### src/hw/regbank_pkg.sv
// constants for the regulator mode register bank
// assumes a 24-bit register port with 6-bit register offsets
package regbank_pkg;

  // ==========================================================
  // geometry and offsets
  localparam int         REG_W        = 24;
  localparam int         NUM_REGS     = 6;
  localparam int         ADDR_W       = 6;
  localparam int         SEL_W        = 2;
  localparam int         NUM_LDO      = 11;
  localparam int         NUM_GPO      = 4;
  typedef logic [REG_W-1:0] word_t;

  localparam logic [5:0] OFF_BUCK_MODE  = 6'h1d;
  localparam logic [5:0] OFF_VSET_A     = 6'h1e;
  localparam logic [5:0] OFF_VSET_B     = 6'h1f;
  localparam logic [5:0] OFF_MODE_A     = 6'h20;
  localparam logic [5:0] OFF_MODE_B     = 6'h21;
  localparam logic [5:0] OFF_MISC       = 6'h22;
  localparam logic [5:0] FIRST_OFFSET   = OFF_BUCK_MODE;

  // array index of each register, counted from the first offset
  localparam int IDX_BUCK   = 0;
  localparam int IDX_VSET_A = 1;
  localparam int IDX_VSET_B = 2;
  localparam int IDX_MODE_A = 3;
  localparam int IDX_MODE_B = 4;
  localparam int IDX_MISC   = 5;

  // ==========================================================
  // per register: writable bits, main-reset bits, off-reset bits
  localparam word_t WRITE_MASK [NUM_REGS] = '{
    24'h103f3f, 24'h075ff3, 24'h0001fc, 24'h1ffe3f, 24'h1ff3ef, 24'h003fc1};
  localparam word_t MAIN_MASK [NUM_REGS] = '{
    24'h000f0f, 24'h074003, 24'h0001fc, 24'h1f6c37, 24'h1ff3ef, 24'h003fc1};
  localparam word_t OFF_MASK [NUM_REGS] = '{
    24'h003030, 24'h000000, 24'h000000, 24'h000000, 24'h000000, 24'h000000};
  localparam word_t RESET_VAL [NUM_REGS] = '{
    24'h000a0a, 24'h024000, 24'h0001d8, 24'h000000, 24'h000000, 24'h000000};
  // first power-up values of the bits that no reset touches
  localparam word_t POWERUP_VAL [NUM_REGS] = '{
    24'h100000, 24'h000000, 24'h000000, 24'h009208, 24'h000000, 24'h000000};

  // ==========================================================
  // field positions
  localparam int BUCK_MODE_W    = 4;
  localparam int BUCK3_MODE_LSB = 0;
  localparam int BUCK3_HOLD_BIT = 4;
  localparam int BUCK3_OFF_BIT  = 5;
  localparam int BUCK4_MODE_LSB = 8;
  localparam int BUCK4_HOLD_BIT = 12;
  localparam int BUCK4_OFF_BIT  = 13;
  localparam int BOOST_EN_BIT   = 20;
  localparam int SHORT_PROT_BIT = 0;
  localparam int GPO_EN_LSB     = 6;
  localparam logic [3:0] MODE_PWM = 4'ha;
  localparam logic [3:0] MODE_OFF = 4'h0;

  // enable / standby-control bit of each ldo, and whether it sits in mode b
  localparam int LDO_EN_BIT   [NUM_LDO] = '{0, 3, 9, 12, 15, 18, 0, 6, 12, 15, 18};
  localparam int LDO_STBY_BIT [NUM_LDO] = '{1, 4, 10, 13, 16, 19, 1, 7, 13, 16, 19};
  localparam bit LDO_IN_B     [NUM_LDO] = '{0, 0, 0, 0, 0, 0, 1, 1, 1, 1, 1};

  // {hit, index} of a register offset
  function automatic logic [3:0] decode(input logic [ADDR_W-1:0] addr);
    logic [ADDR_W-1:0] d;
    d = addr - FIRST_OFFSET;
    decode = {(addr >= FIRST_OFFSET) && (d < ADDR_W'(NUM_REGS)), d[2:0]};
  endfunction

  // {buck4 on, buck3 on} chosen by the power-up mode select
  function automatic logic [1:0] select_bucks(input logic [SEL_W-1:0] sel);
    unique case (sel)
      2'h0: select_bucks = 2'h3;
      2'h1: select_bucks = 2'h1;
      2'h2: select_bucks = 2'h2;
      default: select_bucks = 2'h0;
    endcase
  endfunction

endpackage

### src/hw/field_reg.sv
// one 24-bit register with per-bit reset classes
// assumes resets, load and write are all synchronous to clk_in
`timescale 1ns/1ns
module field_reg #(
  parameter int             W         = 24,
  parameter logic [W-1:0]   WMASK     = '1,
  parameter logic [W-1:0]   MAIN_MASK = '0,
  parameter logic [W-1:0]   OFF_MASK  = '0,
  parameter logic [W-1:0]   RST_VAL   = '0
) (
  input  wire logic         clk_in,
  input  wire logic         main_rst_in,
  input  wire logic         off_rst_in,
  input  wire logic         load_in,
  input  wire logic [W-1:0] load_mask_in,
  input  wire logic [W-1:0] load_val_in,
  input  wire logic         wr_in,
  input  wire logic [W-1:0] wdata_in,
  output logic      [W-1:0] q_out
);
  typedef struct packed { logic [W-1:0] bits; } state_s;
  state_s st_q;
  state_s st_d;

  // ==========================================================
  // resets beat load, load beats write; bits outside both masks keep state
  always_comb begin
    st_d = st_q;
    if (wr_in) begin
      st_d.bits = (st_q.bits & ~WMASK) | (wdata_in & WMASK);
    end
    if (load_in) begin
      st_d.bits = (st_d.bits & ~load_mask_in) | (load_val_in & load_mask_in);
    end
    if (off_rst_in) begin
      st_d.bits = (st_d.bits & ~OFF_MASK) | (RST_VAL & OFF_MASK);
    end
    if (main_rst_in) begin
      st_d.bits = (st_d.bits & ~MAIN_MASK) | (RST_VAL & MAIN_MASK);
    end
  end

  always_ff @(posedge clk_in) begin
    st_q <= st_d;
  end

  assign q_out = st_q.bits & WMASK;
endmodule // field_reg

### src/hw/standby_gate.sv
// gates regulator enables with the standby input
// assumes standby_in is synchronous to the caller's clock
`timescale 1ns/1ns
module standby_gate #(
  parameter int            N = 15
) (
  input  wire logic [N-1:0] enable_in,
  input  wire logic [N-1:0] stby_ctl_in,
  input  wire logic         standby_in,
  output logic      [N-1:0] on_out
);
  // ==========================================================
  // off while standby asserted and the regulator follows standby
  assign on_out = enable_in & ~(stby_ctl_in & {N{standby_in}});
endmodule // standby_gate

### src/hw/regulator_mode_register_bank.sv
// regulator mode register bank: buck modes, ldo settings and enables,
// general-purpose outputs and short-circuit protection enable
// assumes all inputs synchronous to clk_in; registers reached over a
// plain word port that the serial interface front end drives
`timescale 1ns/1ns

// What this block does
// - sequencer loads buck modes from power-up select
// - enabled buck starts in fixed PWM mode
// - buck three mode, hold, user-off in 29
// - buck four mode, hold, user-off in 29
// - general ldo one bits cleared by main reset
// - high io enable unreset, standby bit main-reset
// - digital ldo enable unreset, standby bit cleared
// - general ldo two enable unreset, others cleared
// - pll ldo enable unreset, standby bit cleared
// - second usb ldo enable, standby main-reset cleared
// - general ldo three bits 0-3 of 33
// - camera ldo bits 6-9 of 33 cleared
// - video ldo bits 12-14 of 33 cleared
// - audio ldo bits 15-16 of 33 cleared
// - sd card ldo bits 18-20 of 33
// - short protect enable bit 0, off after reset
// - four output enable/standby pairs, bits 6-13
module regulator_mode_register_bank
  import regbank_pkg::*;
#(
  parameter int                   P_NUM_LDO = NUM_LDO,
  parameter int                   P_NUM_GPO = NUM_GPO
) (
  input  wire logic               clk_in,
  input  wire logic               reset_in,
  input  wire logic               off_state_reset_in,
  input  wire logic               power_on_reset_in,
  input  wire logic [SEL_W-1:0]   power_up_mode_select_in,
  input  wire logic               standby_in,
  input  wire logic [ADDR_W-1:0]  reg_addr_in,
  input  wire logic               reg_wr_in,
  input  wire logic               reg_rd_in,
  input  wire logic [REG_W-1:0]   reg_wdata_in,
  output logic      [REG_W-1:0]   reg_rdata_out,
  output logic                    reg_rvalid_out,
  output logic                    startup_done_out,
  output logic      [3:0]         buck_three_mode_out,
  output logic                    buck_three_memory_hold_out,
  output logic                    buck_three_user_off_out,
  output logic      [3:0]         buck_four_mode_out,
  output logic                    buck_four_memory_hold_out,
  output logic                    buck_four_user_off_out,
  output logic                    boost_enable_out,
  output logic      [REG_W-1:0]   voltage_setting_a_out,
  output logic      [REG_W-1:0]   voltage_setting_b_out,
  output logic      [REG_W-1:0]   ldo_mode_control_a_out,
  output logic      [REG_W-1:0]   ldo_mode_control_b_out,
  output logic      [P_NUM_LDO-1:0] ldo_on_out,
  output logic      [P_NUM_GPO-1:0] general_output_on_out,
  output logic                    short_protect_enable_out
);

  // ==========================================================
  // state
  typedef enum logic [0:0] {SEQ_LOAD, SEQ_RUN} seq_e;

  typedef struct packed {
    seq_e                         seq;
    logic                         powered;
    logic [REG_W-1:0]             rdata;
    logic                         rvalid;
    logic [P_NUM_LDO-1:0]         ldo_on;
    logic [P_NUM_GPO-1:0]         gpo_on;
  } state_s;

  state_s st_q;
  state_s st_d;

  localparam int NG = P_NUM_LDO + P_NUM_GPO;

  word_t                regs      [NUM_REGS];
  logic [NUM_REGS-1:0]  wr_sel;
  logic [3:0]           dec;
  logic                 load_now;
  logic                 first_power;
  logic [1:0]           bucks_on;
  logic [3:0]           mode3;
  logic [3:0]           mode4;
  word_t                load_mask [NUM_REGS];
  word_t                load_val  [NUM_REGS];
  logic [NG-1:0]        gate_en;
  logic [NG-1:0]        gate_stby;
  logic [NG-1:0]        gate_on;

  // ==========================================================
  // register port decode
  assign dec = decode(reg_addr_in);

  always_comb begin
    for (int i = 0; i < NUM_REGS; i++) begin
      wr_sel[i] = reg_wr_in && dec[3] && (dec[2:0] == 3'(i));
    end
  end

  // ==========================================================
  // startup sequencer loads
  assign load_now    = (st_q.seq == SEQ_LOAD) && !reset_in;
  assign first_power = !st_q.powered;
  assign bucks_on    = select_bucks(power_up_mode_select_in);
  assign mode3       = bucks_on[0] ? MODE_PWM : MODE_OFF;
  assign mode4       = bucks_on[1] ? MODE_PWM : MODE_OFF;

  always_comb begin
    for (int i = 0; i < NUM_REGS; i++) begin
      // unreset bits get their values only on the first power-up
      load_mask[i] = first_power ?
                     (WRITE_MASK[i] & ~MAIN_MASK[i] & ~OFF_MASK[i]) : '0;
      load_val[i]  = POWERUP_VAL[i];
    end
    load_mask[IDX_BUCK][BUCK3_MODE_LSB +: BUCK_MODE_W] = 4'hf;
    load_mask[IDX_BUCK][BUCK4_MODE_LSB +: BUCK_MODE_W] = 4'hf;
    load_val[IDX_BUCK][BUCK3_MODE_LSB +: BUCK_MODE_W]  = mode3;
    load_val[IDX_BUCK][BUCK4_MODE_LSB +: BUCK_MODE_W]  = mode4;
  end

  // ==========================================================
  // register storage with per-bit reset classes
  for (genvar g = 0; g < NUM_REGS; g++) begin : g_reg
    field_reg #(
      .W         (REG_W),
      .WMASK     (WRITE_MASK[g]),
      .MAIN_MASK (MAIN_MASK[g]),
      .OFF_MASK  (OFF_MASK[g]),
      .RST_VAL   (RESET_VAL[g])
    ) u_reg (
      .clk_in       (clk_in),
      .main_rst_in  (reset_in),
      .off_rst_in   (off_state_reset_in),
      .load_in      (load_now),
      .load_mask_in (load_mask[g]),
      .load_val_in  (load_val[g]),
      .wr_in        (wr_sel[g]),
      .wdata_in     (reg_wdata_in),
      .q_out        (regs[g])
    );
  end

  // ==========================================================
  // standby gating of ldo and general output enables
  always_comb begin
    for (int i = 0; i < P_NUM_LDO; i++) begin
      gate_en[i]   = LDO_IN_B[i] ? regs[IDX_MODE_B][LDO_EN_BIT[i]]
                                 : regs[IDX_MODE_A][LDO_EN_BIT[i]];
      gate_stby[i] = LDO_IN_B[i] ? regs[IDX_MODE_B][LDO_STBY_BIT[i]]
                                 : regs[IDX_MODE_A][LDO_STBY_BIT[i]];
    end
    for (int k = 0; k < P_NUM_GPO; k++) begin
      gate_en[P_NUM_LDO+k]   = regs[IDX_MISC][GPO_EN_LSB + 2*k];
      gate_stby[P_NUM_LDO+k] = regs[IDX_MISC][GPO_EN_LSB + 2*k + 1];
    end
  end

  standby_gate #(
    .N (NG)
  ) u_gate (
    .enable_in   (gate_en),
    .stby_ctl_in (gate_stby),
    .standby_in  (standby_in),
    .on_out      (gate_on)
  );

  // ==========================================================
  // next state
  always_comb begin
    st_d        = st_q;
    st_d.rvalid = 1'b0;
    if (reg_rd_in) begin
      st_d.rdata  = dec[3] ? regs[dec[2:0]] : '0;
      st_d.rvalid = 1'b1;
    end
    st_d.ldo_on = gate_on[P_NUM_LDO-1:0];
    st_d.gpo_on = gate_on[NG-1:P_NUM_LDO];
    unique case (st_q.seq)
      SEQ_LOAD: begin
        st_d.seq     = SEQ_RUN;
        st_d.powered = 1'b1;
      end
      SEQ_RUN: begin
        st_d.seq = SEQ_RUN;
      end
    endcase
    if (reset_in) begin
      st_d.seq    = SEQ_LOAD;
      st_d.rdata  = '0;
      st_d.rvalid = 1'b0;
      st_d.ldo_on = '0;
      st_d.gpo_on = '0;
    end
    if (power_on_reset_in) begin
      st_d.powered = 1'b0;
    end
  end

  always_ff @(posedge clk_in) begin
    st_q <= st_d;
  end

  // ==========================================================
  // outputs
  assign reg_rdata_out              = st_q.rdata;
  assign reg_rvalid_out             = st_q.rvalid;
  assign startup_done_out           = (st_q.seq == SEQ_RUN);
  assign buck_three_mode_out        = regs[IDX_BUCK][BUCK3_MODE_LSB +: BUCK_MODE_W];
  assign buck_three_memory_hold_out = regs[IDX_BUCK][BUCK3_HOLD_BIT];
  assign buck_three_user_off_out    = regs[IDX_BUCK][BUCK3_OFF_BIT];
  assign buck_four_mode_out         = regs[IDX_BUCK][BUCK4_MODE_LSB +: BUCK_MODE_W];
  assign buck_four_memory_hold_out  = regs[IDX_BUCK][BUCK4_HOLD_BIT];
  assign buck_four_user_off_out     = regs[IDX_BUCK][BUCK4_OFF_BIT];
  assign boost_enable_out           = regs[IDX_BUCK][BOOST_EN_BIT];
  assign voltage_setting_a_out      = regs[IDX_VSET_A];
  assign voltage_setting_b_out      = regs[IDX_VSET_B];
  assign ldo_mode_control_a_out     = regs[IDX_MODE_A];
  assign ldo_mode_control_b_out     = regs[IDX_MODE_B];
  assign ldo_on_out                 = st_q.ldo_on;
  assign general_output_on_out      = st_q.gpo_on;
  assign short_protect_enable_out   = regs[IDX_MISC][SHORT_PROT_BIT];

endmodule // regulator_mode_register_bank

### config.mk
export PLATFORM = sky130hd
export DESIGN_NAME = regulator_mode_register_bank
export DESIGN_NICKNAME = d
export VERILOG_FILES = /design/src/hw/regbank_pkg.sv /design/src/hw/field_reg.sv /design/src/hw/standby_gate.sv /design/src/hw/regulator_mode_register_bank.sv
export SDC_FILE = /design/constraint.sdc
export NUM_CORES = 1
export LEC_CHECK = 0
export BUFFER_PORTS_ARGS = -buffer_cell sky130_fd_sc_hd__buf_2
export CAP_MARGIN = 5
export CORE_AREA = 8 8 130 132
export CTS_BUF_LIST = sky130_fd_sc_hd__clkbuf_16
export DETAILED_ROUTE_END_ITERATION = 10
export DIE_AREA = 0 0 138 140
export GPL_ROUTABILITY_DRIVEN = 0
export PLACE_DENSITY = 0.6
export SLEW_MARGIN = 20
export SYNTH_ARGS = -nofsm -noshare
export SYNTH_HDL_FRONTEND = slang
export SYNTH_SLANG_ARGS = --single-unit
export TNS_END_PERCENT = 30
### constraint.sdc
create_clock -name clk_in -period 3.15 [get_ports clk_in]
set_clock_uncertainty 0.15 [all_clocks]
set_input_delay 0.4725 -clock clk_in [delete_from_list [all_inputs] [get_ports clk_in]]
set_output_delay 0.4725 -clock clk_in [all_outputs]
set_load 0.01 [all_outputs]
==> metrics.txt, run 1 <==
worst vdd ir 0.344 mV; port bufs 145; most frequent cells in the layout buf_2, dfxtp_1, mux2i_1; Setup WS post-layout 0.644 ns; Row Count 45; CP max-delay cell ha_1; DR WL/cell 19.9 µm; crit share post-route 0.795; Post-synth EDFFs 0; Fin Setup TNS 0 ns; min-delay worst type in2reg; worst-path maximum fanout 12; die width 138 µm; die height 140 µm; Critical Path RT 3.29 ns; Via density 5.07; placed inst area 6060 µm²; start point of the critical path reg_addr_in[1]; CP dominant cell by count ha_1; Detail Placement HPWL 13000 µm; H-tree Lvls 4; r2r startpoint startup_done_out$_DFF_P_; Seq/Total Area, Yosys 0.430; DRT antenna net count 0; CTS Buffer Depth 2; Pre-antenna DRT Iters 5; crit path DAT 2.65 ns; Internal 2.93 mW; power density cells 577 nW/µm²; main combinational cell family by area after synthesis simple AND/OR/NAND/NOR gates; Worst-path clk slew 0.05 ns; initial antenna violation count 0; Yosys top cell area share 0.430; fin crit period 2.51 ns; area delta synth->final 20.5%; Seq pwr share 0.400; overall power 3.85 mW; Worst-Skew Late Latency 0.42 ns; Root Driver clkbuf_16; post-cts sizing count 0; commonest non-fill, non-tap cell in the layout buf_2; Num CTS Buffers 17; 1st-iter DRT viols 348; CTS Hold Bufs 0; all-layer global routing usage 0.183; DP Worst Slack 0.236 ns; cell accounting for the most synthesized area dfxtp_1; NumNets Final 744; # DRC 0; Comb power frac 0.081; Post-CTS Setup Bufs 0; unrepaired setup endpoints after global routing no; Peak Freq 399 MHz; Post-Syn Instances 588; Simple-Gate Fraction of Synth Area 0.146; maximum number of pins on one net before global-route repair 38; critical path, cell by cell buf_2, inv_1, ha_1, ha_1, nand2_1, a2111oi_2, buf_4, mux2i_1, nor2_1; top_reg_cell synth dfxtp_1; Die Area 19300 µm²; CP max stage delay 0.61 ns; share of flip-flops with an asynchronous set or reset 0; area share of fa/ha/maj cells after synthesis 0.0113; mux cell area share after synthesis 0.144; ANT cells 0; Post-Syn Area per Cell 9.42 µm²; Hold WS 0.0910 ns; Net Sw Frac 0.239; Worst Setup End Kind flip-flop; Lkg Pwr 2.91 nW; Worst Tran Pin Value 0.897 ns; cell area after layout 6670 µm²; post-synthesis cell type count 44; Post-Synth XOR/XNOR Area 0; first-pass GRT wire length 27800 µm; final WL 17900 µm; CP Launch Type primary input; via count 4568; hold_sp power_on_reset_in; clk sinks 119; I/O pin count 190; Final Hold Fails 0; Final Max Slew Viols 0; vias in the first global route 4673; Setup violations, final 0; Initial Utilization 0.373; synthesized area 5540 µm²; CTS tree done; yosys warns 0; most area-consuming cells after synthesis dfxtp_1, mux2i_1, buf_4; Core Box Area 14900 µm²; Max-slew headroom 0.402; Synth Area in Compound Gates 0.125; Clk pwr share 0.519; register bit total from synthesis 119; P_sw 921 µW; layout cell share with drive strength beyond 1 0.289; run status completed; Crit Path Category in2reg; gr ovfl total 0; max-cap violations 0
==> stage by stage <==
step,cells,util
3_5_place_dp,869,0.408
4_1_cts,901,0.449
6_report,901,0.449
2_1_floorplan,628,-
3_3_place_gp,869,0.408
5_1_grt,901,0.449
==> state kept, by name (all words and copies together), names as in the netlist <==
signal,count
g.u_reg.st_q,80
general_output_on_out,4
ldo_on_out,11
reg_rdata_out,21
reg_rvalid_out,1
st_q,1
startup_done_out,1
==> path summary, 6_finish.rpt <==
kind / to / slack (ns) / cells past startpoint
hold / removal: st_q[40]$_SDFFE_PP0N_ / 0.09 / 2
setup / recovery: g_reg[5].u_reg.st_q[8]$_SDFFE_PP0P_ / 0.64 / 9
hold reg to reg: reg_rdata_out[0]$_SDFFE_PP0P_ / 0.32 / 1
setup reg to reg: g_reg[1].u_reg.st_q[7]$_DFF_P_ / 1.56 / 2
==> power groups by stage <==
stage               combinational, mW  sequential (mW)  clock (mW)
detailed placement              0.309             1.57           0
global placement                0.305             1.57           0
finish                          0.313             1.54        2.00
CTS                             0.311             1.54        2.04
global route                    0.337             1.54        2.11
floorplan                       0.215             1.57           0
==> kinds of logic after synthesis <==
logic type	after synthesis
compound gates	97
fa+ha+maj	5
buf+inv	121
flops	119
mux	77
other cells	1
simple gates	168
==> metal layers <==
layer,track usage,vias to the layer above,routed length [µm]
li1,-,2165,-
met1,0.239,2193,8160
met2,0.280,191,8210
met3,0.0527,19,1240
met4,0.0641,0,287
met5,0,-,0
==> cell usage after synthesis (3+ instances only) <==
cell type,count
nor2_1,60
o21ai_0,27
and4b_1,4
and3_1,17
nor4b_1,4
buf_1,4
o22ai_1,9
a221oi_1,3
a21oi_1,22
ha_1,5
a22o_1,20
nor3_1,4
nor2b_1,4
inv_1,9
nand2_1,33
dfxtp_1,119
a22oi_1,5
buf_2,3
buf_6,3
nand3_1,32
clkbuf_1,21
mux2i_1,74
buf_4,79
==> final cells by class <==
type	instances	area, µm²
sequential	119	2380
timing repair buffer	164	881
multi-input combinational	388	2530
inverter	10	37.5
tap	188	235
fill	1456	8190
clock buffer	17	425
clock inverter	15	184
==> critical path: cells and delay by family <==
kind,cells,cell delay (ns)
adders and majority gates,2,0.82
buffers and inverters,3,0.45
AOI/OAI and AO/OA,1,0.42
and+or+nand+nor,2,0.28
muxes,1,0.20
Note: power is estimated with default switching activity, not from simulation.
==> inputs of run 2 (changes only) <==
==> constraint.sdc (replaced) <==
create_clock -name clk_in -period 2.4 [get_ports clk_in]
set_clock_uncertainty 0.15 [all_clocks]
set_input_delay 0.36 -clock clk_in [delete_from_list [all_inputs] [get_ports clk_in]]
set_output_delay 0.36 -clock clk_in [all_outputs]
set_load 0.01 [all_outputs]
==> run 2 against run 1 <==
Cell area increased by 3.5%; sequential power increased by 31%; via count increased by 2.2%; sequential share of layout area decreased by 1.2 points; worst hold slack got worse by 0.035 ns; worst setup slack got worse by 0.50 ns; critical path type unchanged; highest routed layer unchanged.
==> metrics.txt, run 2 (synthesis results as in run 1) <==
Setup violations, final 0 (unchanged); final WL 17900 µm (about the same); Root Driver clkbuf_16 (unchanged); area delta synth->final 24.8% (was 20.5%); Final Max Slew Viols 0 (unchanged); max-cap violations 0 (unchanged); CP Launch Type primary input (unchanged); die width 138 µm (unchanged); Buf+Inv Stages, Crit Path 4 (was 3); Lkg Pwr 3.05 nW (was 2.91 nW); crit path DAT 2.40 ns (was 2.65 ns); Worst Tran Pin Value 0.729 ns (was 0.897 ns); Setup WS post-layout 0.146 ns (was 0.644 ns); DR WL/cell 19.3 µm (was 19.9 µm); # DRC 0 (unchanged); cell count after placement 893 (was 869); post-cts sizing count 0 (unchanged); placed inst area 6300 µm² (was 6060 µm²); NumNets Final 770 (was 744); all-layer global routing usage 0.181 (was 0.183); critical path, cell by cell buf_2, clkinvlp_4, ha_1, nor2b_1, or3b_1, buf_4, a2111oi_4, buf_4, mux2i_1, nor2_1 (was buf_2, inv_1, ha_1, ha_1, nand2_1, a2111oi_2, buf_4, mux2i_1, nor2_1); commonest non-fill, non-tap cell in the layout buf_2 (unchanged); H-tree Lvls 4 (unchanged); power density cells 730 nW/µm² (was 577 nW/µm²); Detail Placement HPWL 13300 µm (was 13000 µm); Crit Path Category in2reg (unchanged); DP Worst Slack -0.263 ns (was 0.236 ns); Peak Freq 444 MHz; I/O pin count 190 (unchanged); Initial Utilization 0.373 (unchanged); vias in the first global route 4696 (was 4673); Largest register FFs 80 (unchanged); Hold WS 0.0557 ns (was 0.0910 ns); worst-path maximum fanout 8 (was 12); via count 4670 (was 4568); Pre-antenna DRT Iters 5 (unchanged); cell family with most CP delay buffers and inverters (was adder cells); cell depth of the worst flop-to-flop path 4 (was 2); overall power 5.05 mW (was 3.85 mW); DRT antenna net count 0 (unchanged); CP max stage delay 0.47 ns (was 0.61 ns); fin crit period 2.25 ns; CP max-delay cell or3b_1 (was ha_1); Final Hold Fails 0 (unchanged); initial antenna violation count 0 (unchanged); port bufs 145 (unchanged); Num CTS Buffers 17 (unchanged); CTS Hold Bufs 2 (was 0); Row Count 45 (unchanged); hold path cells 3 (was 2); Die Area 19300 µm² (unchanged); Worst Setup End Kind flip-flop (unchanged); fillcell total 1460 (was 1456); clk sinks 119 (unchanged); Core Box Area 14900 µm² (unchanged); cell area after layout 6910 µm² (was 6670 µm²); layout cell share with drive strength beyond 1 0.307 (was 0.289); CP dominant cell by count buf_4 (was ha_1); ANT cells 0 (unchanged); CTS Buffer Depth 2 (unchanged); Non-Filler Instances 927 (was 901); run status completed (unchanged); Max-slew headroom 0.505 (was 0.402); Worst path depth 10 (was 9); worst vdd ir 0.453 mV (was 0.344 mV); Fin Setup TNS 0 ns (unchanged); Worst-Skew Late Latency 0.41 ns (was 0.42 ns); Post-CTS Setup Bufs 0 (unchanged); gr ovfl total 0 (unchanged); largest reg by FF count g.u_reg.st_q (unchanged); crit share post-route 0.939; unrepaired setup endpoints after global routing no (unchanged); final core utilization 0.465 (was 0.449); die height 140 µm (unchanged); first-pass GRT wire length 27600 µm (was 27800 µm); most frequent cells in the layout buf_2, dfxtp_1, mux2i_1 (unchanged); CTS tree done (unchanged); min-delay worst type in2reg (unchanged); Via density 5.04 (was 5.07); 1st-iter DRT viols 394 (was 348); Worst-path clk slew 0.05 ns (about the same); Critical Path RT 2.55 ns (was 3.29 ns); maximum number of pins on one net before global-route repair 29 (was 38)
-- run 2: cell count changes in the layout (fill, tap and decap cells not counted), sizes merged --
| cell | before | now |
|---|---|---|
| buf | 164 | 188 |
| clkinv | 8 | 7 |
| dlygate4sd3 | 0 | 2 |
| inv | 11 | 12 |
-- run 2: final timing paths --
kind / from / endpoint / slack, ns
max: reg_addr_in[0] / g_reg[4].u_reg.st_q[18]$_SDFFE_PP0P_ / 0.15
min: reg_wdata_in[14] / g_reg[1].u_reg.st_q[14]$_SDFFE_PP1N_ / 0.06
max reg2reg: g_reg[0].u_reg.st_q[5]$_SDFFE_PP0N_ / reg_rdata_out[5]$_SDFFE_PP0P_ / 0.94
min reg2reg: reg_rdata_out[10]$_SDFFE_PP0P_ / reg_rdata_out[10]$_SDFFE_PP0P_ / 0.32
-- run 2: worst min-delay path: stages --
cell and delay [ns]:
buf_2 0.11, mux2i_1 0.07, nand2_1 0.06
-- run 2: layer usage --
metal / track usage / share of wire
met2: 0.287 / 0.46
met4: 0.0635 / 0.016
met1: 0.226 / 0.44
met5: 0 / 0
met3: 0.0588 / 0.078
-- run 2: area by class of cell --
type                            instances  area (µm²)  area share
Clock buffer                           17         425      0.0616
Sequential cell                       119        2380       0.345
Multi-Input combinational cell        388        2530       0.366
Timing Repair Buffer                  190        1130       0.164
Inverter                               10        41.3     0.00598
Clock inverter                         15         169      0.0244
Tap cell                              188         235      0.0340
-- run 2: report_power, final --
part           switching (mW)  internal [mW]  total [mW]
clock network           0.873           1.70        2.57
registers              0.0198           2.00        2.02
logic                   0.291          0.161       0.452
total                    1.18           3.86        5.05
